$ cat src/poe_map.vh
`ifndef POE_MAP_VH
`define POE_MAP_VH
// ----------------------------------------
// Variant encodings
// ----------------------------------------
`define POE_VAR_PLAIN 2'h0
`define POE_VAR_UP 2'h1
`define POE_VAR_DOWN 2'h2
// ----------------------------------------
// Instruction word fields
// ----------------------------------------
`define POE_OPC_HI 15
`define POE_OPC_LO 8
`define POE_VAR_HI 7
`define POE_VAR_LO 6
`define POE_IMM_BIT 5
`define POE_DEF_HI 4
`define POE_DEF_LO 0
// ----------------------------------------
// Opcodes
// ----------------------------------------
`define POE_OP_PULSE_UP 8'h0D
`define POE_OP_PULSE_DN 8'h0E
`define POE_OP_WORD_MOVE 8'h1E
`define POE_OP_BIT_OUT 8'h20
// ----------------------------------------
// Operand kinds
// ----------------------------------------
`define POE_OPK_DIRECT 2'h0
`define POE_OPK_IND_DATA 2'h1
`define POE_OPK_IND_EXT 2'h2
`define POE_OPK_CONST 2'h3
// ----------------------------------------
// Limits and reset values
// ----------------------------------------
`define POE_BCD_MAX_SMALL 16'h8191
`define POE_BCD_MAX_LARGE 16'h9999
`define POE_IND_WINDOW 16'd10000
`define POE_EDGE_SLOTS 32
`define POE_FLAG_ALWAYS_ON 16'hA50D
`define POE_FLAG_ALWAYS_OFF 16'hA50E
`define POE_FLAG_FIRST_CYC 16'hA50F
`define POE_ERR_FLAG_ADDR 16'hA503
`define POE_ERR_RESET 1'b0
`endif

$ cat src/poe_bcd_check.v
`include "poe_map.vh"
module poe_bcd_check (
    clk_sys,
    reset,
    ptr,
    large_cpu,
    ok,
    bin_val
);
    input wire clk_sys;
    input wire reset;
    input wire [15:0] ptr;
    input wire large_cpu;
    output reg ok;
    output reg [15:0] bin_val;

    wire digits_ok;
    wire [15:0] lim;
    wire [15:0] conv;

    assign digits_ok = (ptr[15:12] < 4'hA) && (ptr[11:8] < 4'hA) &&
                       (ptr[7:4] < 4'hA) && (ptr[3:0] < 4'hA);
    assign lim = large_cpu ? `POE_BCD_MAX_LARGE : `POE_BCD_MAX_SMALL;
    assign conv = {12'h000, ptr[15:12]} * 16'd1000 + {12'h000, ptr[11:8]} * 16'd100 +
                  {12'h000, ptr[7:4]} * 16'd10 + {12'h000, ptr[3:0]};

    // ----------------------------------------
    // Registered BCD validity and conversion
    // ----------------------------------------
    always @(posedge clk_sys)
    begin
        if (reset)
        begin
            ok <= 1'b0;
            bin_val <= 16'h0000;
        end
        else
        begin
            ok <= digits_ok && (ptr <= lim) && (conv < `POE_IND_WINDOW);
            bin_val <= conv;
        end
    end
endmodule

$ cat src/poe_edge_mem.v
`include "poe_map.vh"
module poe_edge_mem (
    clk_sys,
    reset,
    wr_en,
    wr_addr,
    wr_data,
    rd_addr,
    rd_data
);
    input wire clk_sys;
    input wire reset;
    input wire wr_en;
    input wire [4:0] wr_addr;
    input wire wr_data;
    input wire [4:0] rd_addr;
    output reg rd_data;

    reg [`POE_EDGE_SLOTS-1:0] cond_q;

    // ----------------------------------------
    // Per-instruction last-scan condition store
    // ----------------------------------------
    always @(posedge clk_sys)
    begin
        if (reset)
        begin
            cond_q <= {`POE_EDGE_SLOTS{1'b0}};
            rd_data <= 1'b0;
        end
        else
        begin
            if (wr_en)
                cond_q[wr_addr] <= wr_data;
            rd_data <= cond_q[rd_addr];
        end
    end
endmodule

$ cat src/poe_exec.v
// Overview of operation
// - Bad operand or failed execution raises the execution error flag.
// - With the error flag set, normal instructions are suppressed.
// - Setup input picks decimal-coded or binary pointer interpretation.
// - Decimal pointer must be BCD up to 8191 or 9999 by CPU size.
// - Decimal indirection reaches only the first 10,000 words of an area.
// - Decimal pointer names a word in same area; its content is operand.
// - Binary pointer is a full 16-bit address 0000 to FFFF.
// - Plain variant executes every scan with condition true.
// - Rising variant executes once on false-to-true only.
// - Falling variant executes once on true-to-false only.
// - Edges compare against the slot's own condition at its last scan.
// - Edge variants on constant or first-cycle flags never execute.
// - Edge and plain forms share operands and codes; only variant differs.
// - Pulse outputs set target bit after matching edge; it holds until the next scan start.
// - Edge qualification and immediate refresh combine in one instruction.
// - Immediate refresh samples inputs before and writes outputs after.
// - Word operand refreshes whole word; bit operand refreshes its byte.
// - No immediate refresh for points on remote slave racks.
// - First word carries instruction and definers; operands follow.
// - Execution error flag is auxiliary bit A50003, readable by program.
`include "poe_map.vh"
module poe_exec (
    clk_sys,
    reset,
    setup_bin_ind,
    large_cpu,
    ext_area_present,
    instr_valid,
    instr_word,
    operand_word,
    operand_kind,
    exec_cond,
    cond_src,
    scan_start,
    remote_slave,
    mem_rd_data,
    io_in_data,
    instr_done,
    mem_rd_en,
    mem_rd_addr,
    mem_wr_en,
    mem_wr_addr,
    mem_wr_data,
    io_in_req,
    io_out_req,
    io_byte_mode,
    io_byte_hi,
    pulse_bit_set,
    exec_error_flag,
    exec_fire
);
    input wire clk_sys;
    input wire reset;
    input wire setup_bin_ind;
    input wire large_cpu;
    input wire ext_area_present;
    input wire instr_valid;
    input wire [15:0] instr_word;
    input wire [15:0] operand_word;
    input wire [1:0] operand_kind;
    input wire exec_cond;
    input wire [15:0] cond_src;
    input wire scan_start;
    input wire remote_slave;
    input wire [15:0] mem_rd_data;
    input wire [15:0] io_in_data;
    output reg instr_done;
    output reg mem_rd_en;
    output reg [15:0] mem_rd_addr;
    output reg mem_wr_en;
    output reg [15:0] mem_wr_addr;
    output reg [15:0] mem_wr_data;
    output reg io_in_req;
    output reg io_out_req;
    output reg io_byte_mode;
    output reg io_byte_hi;
    output reg pulse_bit_set;
    output reg exec_error_flag;
    output reg exec_fire;

    localparam [2:0] ST_IDLE = 3'd0;
    localparam [2:0] ST_PTR = 3'd1;
    localparam [2:0] ST_CHK = 3'd2;
    localparam [2:0] ST_FETCH = 3'd3;
    localparam [2:0] ST_EXEC = 3'd4;
    localparam [2:0] ST_DONE = 3'd5;

    reg [2:0] state_q;
    reg [15:0] instr_q;
    reg [15:0] opnd_q;
    reg [1:0] kind_q;
    reg cond_q;
    reg fixed_src_q;
    reg remote_q;
    reg [15:0] data_q;
    reg go_q;
    reg [1:0] wait_q;
    reg err_pend_q;

    wire [7:0] opc;
    wire [1:0] var_sel;
    wire imm;
    wire [4:0] slot;
    wire prev_cond;
    wire bcd_ok;
    wire [15:0] bcd_val;
    wire edge_pass;
    wire is_pulse;

    assign opc = instr_q[`POE_OPC_HI:`POE_OPC_LO];
    assign var_sel = instr_q[`POE_VAR_HI:`POE_VAR_LO];
    assign imm = instr_q[`POE_IMM_BIT];
    assign slot = instr_q[`POE_DEF_HI:`POE_DEF_LO];
    assign is_pulse = (opc == `POE_OP_PULSE_UP) || (opc == `POE_OP_PULSE_DN);

    // ----------------------------------------
    // Edge qualification
    // ----------------------------------------
    function edge_ok;
        input [1:0] v;
        input prev;
        input cur;
        input fixed;
        begin
            if (v == `POE_VAR_UP)
                edge_ok = !fixed && !prev && cur;
            else if (v == `POE_VAR_DOWN)
                edge_ok = !fixed && prev && !cur;
            else
                edge_ok = cur;
        end
    endfunction

    function is_fixed_flag;
        input [15:0] a;
        begin
            is_fixed_flag = (a == `POE_FLAG_ALWAYS_ON) || (a == `POE_FLAG_ALWAYS_OFF) ||
                            (a == `POE_FLAG_FIRST_CYC);
        end
    endfunction

    // Pulse instructions carry their edge in the opcode
    wire [1:0] eff_var;
    assign eff_var = (opc == `POE_OP_PULSE_UP) ? `POE_VAR_UP :
                     (opc == `POE_OP_PULSE_DN) ? `POE_VAR_DOWN : var_sel;
    assign edge_pass = edge_ok(eff_var, prev_cond, cond_q, fixed_src_q);

    // ----------------------------------------
    // Submodules
    // ----------------------------------------
    poe_edge_mem u_edge (
        .clk_sys(clk_sys),
        .reset(reset),
        .wr_en(state_q == ST_CHK),
        .wr_addr(slot),
        .wr_data(cond_q),
        .rd_addr(slot),
        .rd_data(prev_cond)
    );

    poe_bcd_check u_bcd (
        .clk_sys(clk_sys),
        .reset(reset),
        .ptr(mem_rd_data),
        .large_cpu(large_cpu),
        .ok(bcd_ok),
        .bin_val(bcd_val)
    );

    // ----------------------------------------
    // Execution sequencer
    // ----------------------------------------
    always @(posedge clk_sys)
    begin
        if (reset)
        begin
            state_q <= ST_IDLE;
            instr_q <= 16'h0000;
            opnd_q <= 16'h0000;
            kind_q <= `POE_OPK_DIRECT;
            cond_q <= 1'b0;
            fixed_src_q <= 1'b0;
            remote_q <= 1'b0;
            data_q <= 16'h0000;
            go_q <= 1'b0;
            wait_q <= 2'h0;
            err_pend_q <= 1'b0;
            instr_done <= 1'b0;
            mem_rd_en <= 1'b0;
            mem_rd_addr <= 16'h0000;
            mem_wr_en <= 1'b0;
            mem_wr_addr <= 16'h0000;
            mem_wr_data <= 16'h0000;
            io_in_req <= 1'b0;
            io_out_req <= 1'b0;
            io_byte_mode <= 1'b0;
            io_byte_hi <= 1'b0;
            pulse_bit_set <= 1'b0;
            exec_error_flag <= `POE_ERR_RESET;
            exec_fire <= 1'b0;
        end
        else
        begin
            instr_done <= 1'b0;
            mem_rd_en <= 1'b0;
            mem_wr_en <= 1'b0;
            io_in_req <= 1'b0;
            io_out_req <= 1'b0;
            exec_fire <= 1'b0;
            if (scan_start)
                pulse_bit_set <= 1'b0;
            if (scan_start && state_q == ST_IDLE)
                exec_error_flag <= 1'b0;
            case (state_q)
                ST_IDLE:
                begin
                    if (instr_valid)
                    begin
                        instr_q <= instr_word;
                        opnd_q <= operand_word;
                        kind_q <= operand_kind;
                        cond_q <= exec_cond;
                        fixed_src_q <= is_fixed_flag(cond_src);
                        remote_q <= remote_slave;
                        err_pend_q <= 1'b0;
                        state_q <= ST_PTR;
                    end
                end
                ST_PTR:
                begin
                    // Fetch pointer word of the indirect operand
                    if (kind_q == `POE_OPK_IND_EXT && !ext_area_present)
                        err_pend_q <= 1'b1;
                    if (kind_q == `POE_OPK_IND_DATA || kind_q == `POE_OPK_IND_EXT)
                    begin
                        mem_rd_en <= 1'b1;
                        mem_rd_addr <= opnd_q;
                    end
                    wait_q <= 2'h0;
                    state_q <= ST_CHK;
                end
                ST_CHK:
                begin
                    // Edge memory has been read here; the slot is written at the end of this state
                    go_q <= edge_pass && !exec_error_flag;
                    if (imm && remote_q)
                        err_pend_q <= 1'b1;
                    if (kind_q == `POE_OPK_IND_DATA || kind_q == `POE_OPK_IND_EXT)
                        state_q <= ST_FETCH;
                    else
                    begin
                        data_q <= opnd_q;
                        state_q <= ST_EXEC;
                    end
                end
                ST_FETCH:
                begin
                    wait_q <= wait_q + 2'h1;
                    if (wait_q == 2'h0 && setup_bin_ind)
                    begin
                        mem_rd_en <= 1'b1;
                        mem_rd_addr <= mem_rd_data;
                    end
                    else if (wait_q == 2'h1 && !setup_bin_ind)
                    begin
                        if (!bcd_ok)
                            err_pend_q <= 1'b1;
                        mem_rd_en <= 1'b1;
                        // Same area: keep the area base, add the word number
                        mem_rd_addr <= (opnd_q & 16'hC000) | bcd_val;
                    end
                    // Binary operand returns at wait 2, decimal one step later
                    else if ((wait_q == 2'h2 && setup_bin_ind) || wait_q == 2'h3)
                    begin
                        data_q <= mem_rd_data;
                        state_q <= ST_EXEC;
                    end
                end
                ST_EXEC:
                begin
                    if (err_pend_q)
                        exec_error_flag <= 1'b1;
                    else if (go_q)
                    begin
                        exec_fire <= 1'b1;
                        if (is_pulse)
                            pulse_bit_set <= 1'b1;
                        if (imm)
                        begin
                            io_in_req <= 1'b1;
                            io_byte_mode <= (opc == `POE_OP_BIT_OUT) || is_pulse;
                            io_byte_hi <= instr_q[3];
                        end
                        if (opc == `POE_OP_WORD_MOVE)
                        begin
                            mem_wr_en <= 1'b1;
                            mem_wr_addr <= instr_q;
                            mem_wr_data <= imm ? io_in_data : data_q;
                        end
                    end
                    state_q <= ST_DONE;
                end
                ST_DONE:
                begin
                    if (imm && go_q && !err_pend_q)
                        io_out_req <= 1'b1;
                    instr_done <= 1'b1;
                    state_q <= ST_IDLE;
                end
                default:
                    state_q <= ST_IDLE;
            endcase
        end
    end
endmodule

$ cat config.mk
export PLATFORM = sky130hd
export DESIGN_NAME = poe_exec
export DESIGN_NICKNAME = d
export VERILOG_FILES = /design/src/poe_bcd_check.v /design/src/poe_edge_mem.v /design/src/poe_exec.v
export VERILOG_INCLUDE_DIRS = /design/src
export SDC_FILE = /design/constraint.sdc
export NUM_CORES = 1
export LEC_CHECK = 0
export BUFFER_PORTS_ARGS = -buffer_cell sky130_fd_sc_hd__buf_2
export CAP_MARGIN = 10
export CORE_MARGIN = 8
export CORE_UTILIZATION = 25
export DETAILED_ROUTE_END_ITERATION = 12
export MAX_ROUTING_LAYER = met4
export PLACE_DENSITY = 0.43
export SYNTH_ARGS = -nofsm -noshare
export SYNTH_HDL_FRONTEND = slang
export SYNTH_SLANG_ARGS = --single-unit
$ cat constraint.sdc
create_clock -name clk_sys -period 5.4 [get_ports clk_sys]
set_input_delay 0.81 -clock clk_sys [delete_from_list [all_inputs] [get_ports clk_sys]]
set_output_delay 0.81 -clock clk_sys [all_outputs]
set_load 0.02 [all_outputs]
==> results.toml <==
[floorplan]
fp.coreArea_um2 = 35570
die_y_um = 206.1
design.die.area_um2 = 42470
io-pin-count = 149
initial_core_util_pct = 25.39
die-width_um = 206.1
std_cell_rows = 69

[yosys]
mappedNetlistNets = 1239
share_of_the_synthesized_area_in_the_top_cell_type_pct = 37.24
combinational_family_with_the_most_area_after_synthesis = "simple AND/OR/NAND/NOR gates"
syn-cell-area_um2 = 9032
synth_xor_xnor_area_share_pct = 2.119
proportion_of_synthesized_area_in_mux_cells_pct = 8.021
netlist-cell-type-count = 70
dominantRegCellSynth = "sky130_fd_sc_hd__dfxtp_1"
async_flop_share_pct = 0
synth-edff-count = 0
yosys-top-cells-count = "sky130_fd_sc_hd__dfxtp_1 (168), sky130_fd_sc_hd__nand2_1 (160), sky130_fd_sc_hd__nor2_1 (128)"
synth-warning-count = 0
avgSynthCellArea_um2 = 8.387
yosys_register_bits = 168
adder_and_majority_cell_fraction_of_the_synthesized_area_pct = 11.03
netlist_instances = 1077
main_area_contributors_after_synthesis = "sky130_fd_sc_hd__dfxtp_1 (37%), sky130_fd_sc_hd__ha_1 (8.0%), sky130_fd_sc_hd__nand2_1 (6.6%)"
synth.yosys.seq_area_share_pct = 37.24
synth.most_common_cell = "sky130_fd_sc_hd__dfxtp_1"
post-synth-top-area-cell = "sky130_fd_sc_hd__dfxtp_1"
synth_simple_gate_area_share_pct = 19.42
synth_compound_area_share_pct = 17.61

[power_and_ir_drop]
seq_power_share_pct = 35.1
pwr-share-clk_pct = 33.3
intPower_w = 0.002704
switching_component_of_the_power_w = 0.001338
power_switching_share_pct = 33.10
power_per_unit_of_standard_cell_area_nw_per_um2 = 371.6
p_leak_nw = 4.366
peakVddDrop_mv = 0.2111
power.combinational.fraction_pct = 31.6
total_power_w = 0.004042

[run]
max_capacitance_violation_total = 0

[clock_network]
postCtsSetupRepairBufs = 0
cts_buffer_depth = 2
cts-root-buf = "sky130_fd_sc_hd__clkbuf_16"
cts_hold_buffers = 0
cts.reportedPaths.clkPinSlew_ps = 70
cts-buffers-inserted = 17
htree_num_levels = 4
clock_tree_from_tritoncts = "yes"
tritoncts_num_sinks = 168
source_to_sink_clock_delay_at_the_later_pin_of_the_worst_skew_pair_ps = 430
cts_repair_resize_count = 0

[setup_path]
regToRegSetupSlack_ps = 2600
kind_of_cell_with_the_highest_combined_delay_on_the_critical_path = "adder cells"
worst-path-max-fanout = 8
crit_path_frequent_cell = "sky130_fd_sc_hd__ha_1"
worst_ep_required_time_ps = 5720
cp.arrival_ps = 5020
worstSetupStartpointType = "input port"
slowest_delay_ps = 620
timing.critical_path.to_type = "flip-flop"
crit_path_cell_chain = "buf_2 > buf_4 > fa_1 > inv_1 > fa_1 > inv_1 > ha_1 > xor2_1 > ha_1 > xnor2_1 > ha_1 > o21ai_0 > a22oi_1 > nand4_1 > o22ai_1 > xnor2_1 > a31oi_1 > nor2_1"
crit_cells = 18
rr_startpoint = "state_q[1]$_SDFFE_PP0P_"
slowest_stage = "sky130_fd_sc_hd__fa_1"
crit_type = "in2reg"
ff_to_ff_path_depth = 6
reg2reg_capture_point = "mem_wr_addr[5]$_SDFFE_PP0P_"
cp.buffers_inverters = 4

[timing]
setup-violations-final = 0
setup_total_negative_slack_ps = 0
final_max_slew_viol_count = 0
rsz0062_at_grt = "false"
timing.final.ws_setup_ps = 699.6
min_period_ps = 4700
finalClockSkew_ps = 12.37
max_clock_freq_mhz = 212.8
relSlewSlack_pct = 32.39
layout_worst_path_cycle_share_pct = 87.04
worst_slew_pin_slew_ps = 1009
hold_viol = 0

[finish]
finalCoreUtilization_pct = 30.59
post_layout_nonfiller_instances = 1665
layout-drive-gt1-share_pct = 17.94
syn_to_final_growth_pct = 20.45
diodes = 0
nNetsFinal = 1353

[placed_design]
place_hpwl_mm = 20.55
gp_routability_congestion = 0.8087
io_buffer_count = 148
post-place-cells = 1633
place_worst_setup_slack_ps = 267.2

[worst_hold_path]
hold_removal_path_class = "reg2reg"
worstHoldEndpoint = "opnd_q[13]$_SDFFE_PP0P_"
min_delay_path_depth = 2
hp-start = "opnd_q[13]$_SDFFE_PP0P_"

[grt]
grt_max_degree = 67
via_count_of_the_first_global_routing_pass = 7529
gr-max-usage-layer = "met2"
globalRouteMet2Util_pct = 20.05
grt_pass1_wl_mm = 42.88
initial_antenna_violation_count = 1
grt_util_all_layers_pct = 13.09
grt_use_met3_pct = 1.928
grt_overflow = 0
met1_usage_pct = 17.89

[drt]
vias_per_cell = 4.682
routed_wire_length_per_instance_um = 16.43
drt_iter0_drc = 352
vias = 7795
drtAntennaViolNets = 0
drc_errors = 0
detail_route.first_pass.iterations = 5
finalWirelength_mm = 27.36

[status]
outcome = "finished clean"
[worst max path at each step]
stage | start | end | slack (ps)
2_1_floorplan | mem_rd_data[13] | u_bcd.ok$_SDFF_PP0_ | 830
3_3_place_gp | mem_rd_data[13] | u_bcd.ok$_SDFF_PP0_ | 350
3_5_place_dp | mem_rd_data[13] | u_bcd.ok$_SDFF_PP0_ | 270
4_1_cts | mem_rd_data[13] | u_bcd.ok$_SDFF_PP0_ | 710
5_1_grt | mem_rd_data[13] | u_bcd.ok$_SDFF_PP0_ | 450
6_report | mem_rd_data[13] | u_bcd.ok$_SDFF_PP0_ | 700
[registers in the layout, summed over array words and instances (netlist names), 2 cells and up]
name           cells
instr_q           16
mem_rd_addr       16
state_q            3
u_edge.cond_q     32
opnd_q            16
mem_wr_data       16
kind_q             2
mem_wr_addr       16
u_bcd.bin_val     16
data_q            16
wait_q             2
[routing by layer]
layer	vias up	routed length, um
met1	3645	13620
met3	17	1098
met2	150	12340
li1	3983	-
met5	-	0
met4	0	299
[final cells by class]
cell class / count / area (um^2)
fillers: 3820 / 24690
multi-input cells: 801 / 5285
flip-flops and latches: 168 / 3363
repair buffers: 163 / 855.8
well taps: 461 / 576.8
clock buffers: 22 / 484.2
clock inverters: 10 / 163.9
inverters: 40 / 150.1
[power groups by stage]
stage / Combinational [W] / Sequential, W / Clock, W
after floorplan: 0.000976 / 0.00140 / 0
after global placement: 0.00128 / 0.00145 / 0
after detailed placement: 0.00128 / 0.00145 / 0
after CTS: 0.00129 / 0.00142 / 0.00139
after global routing: 0.00144 / 0.00143 / 0.00143
final: 0.00128 / 0.00142 / 0.00135
[stage by stage]
| stage | hold WS, ps | cell area [um^2] |
|---|---|---|
| 3_5_place_dp | 446.9 | 10230 |
| 3_3_place_gp | 443.6 | 10230 |
| 4_1_cts | 456.2 | 10880 |
| 6_report | 455.4 | 10880 |
| 5_1_grt | 475.2 | 10880 |
| 2_1_floorplan | 436.3 | 9032 |
[cell families (layout without fill, tap and decap cells)]
logic type,after synthesis,in the layout
flops,168,168
fa+ha+maj,72,72
simple gates,392,392
other cells,1,1
xor+xnor,21,21
compound gates,253,253
buf+inv,108,235
mux,62,62
[layout by cell type, fill, tap and decap left out, drive strengths merged, types with 13 or more instances in the layout]
master / synthesis / routed
buf: 10 / 163
nand2: 160 / 160
fa: 13 / 13
dfxtp: 168 / 168
o21ai: 54 / 54
xnor2: 15 / 15
a311oi: 17 / 17
inv: 40 / 42
a211oi: 18 / 18
nor2: 128 / 128
nor2b: 14 / 14
mux2i: 54 / 54
clkbuf: 58 / 22
a21oi: 102 / 102
ha: 58 / 58
[worst min-delay path, cell delays in order, from the launching register on]
cell	delay, ps
sky130_fd_sc_hd__dfxtp_1	310
sky130_fd_sc_hd__nand2_1	50
sky130_fd_sc_hd__a21oi_1	50
Power figures use the tool's default switching activity.
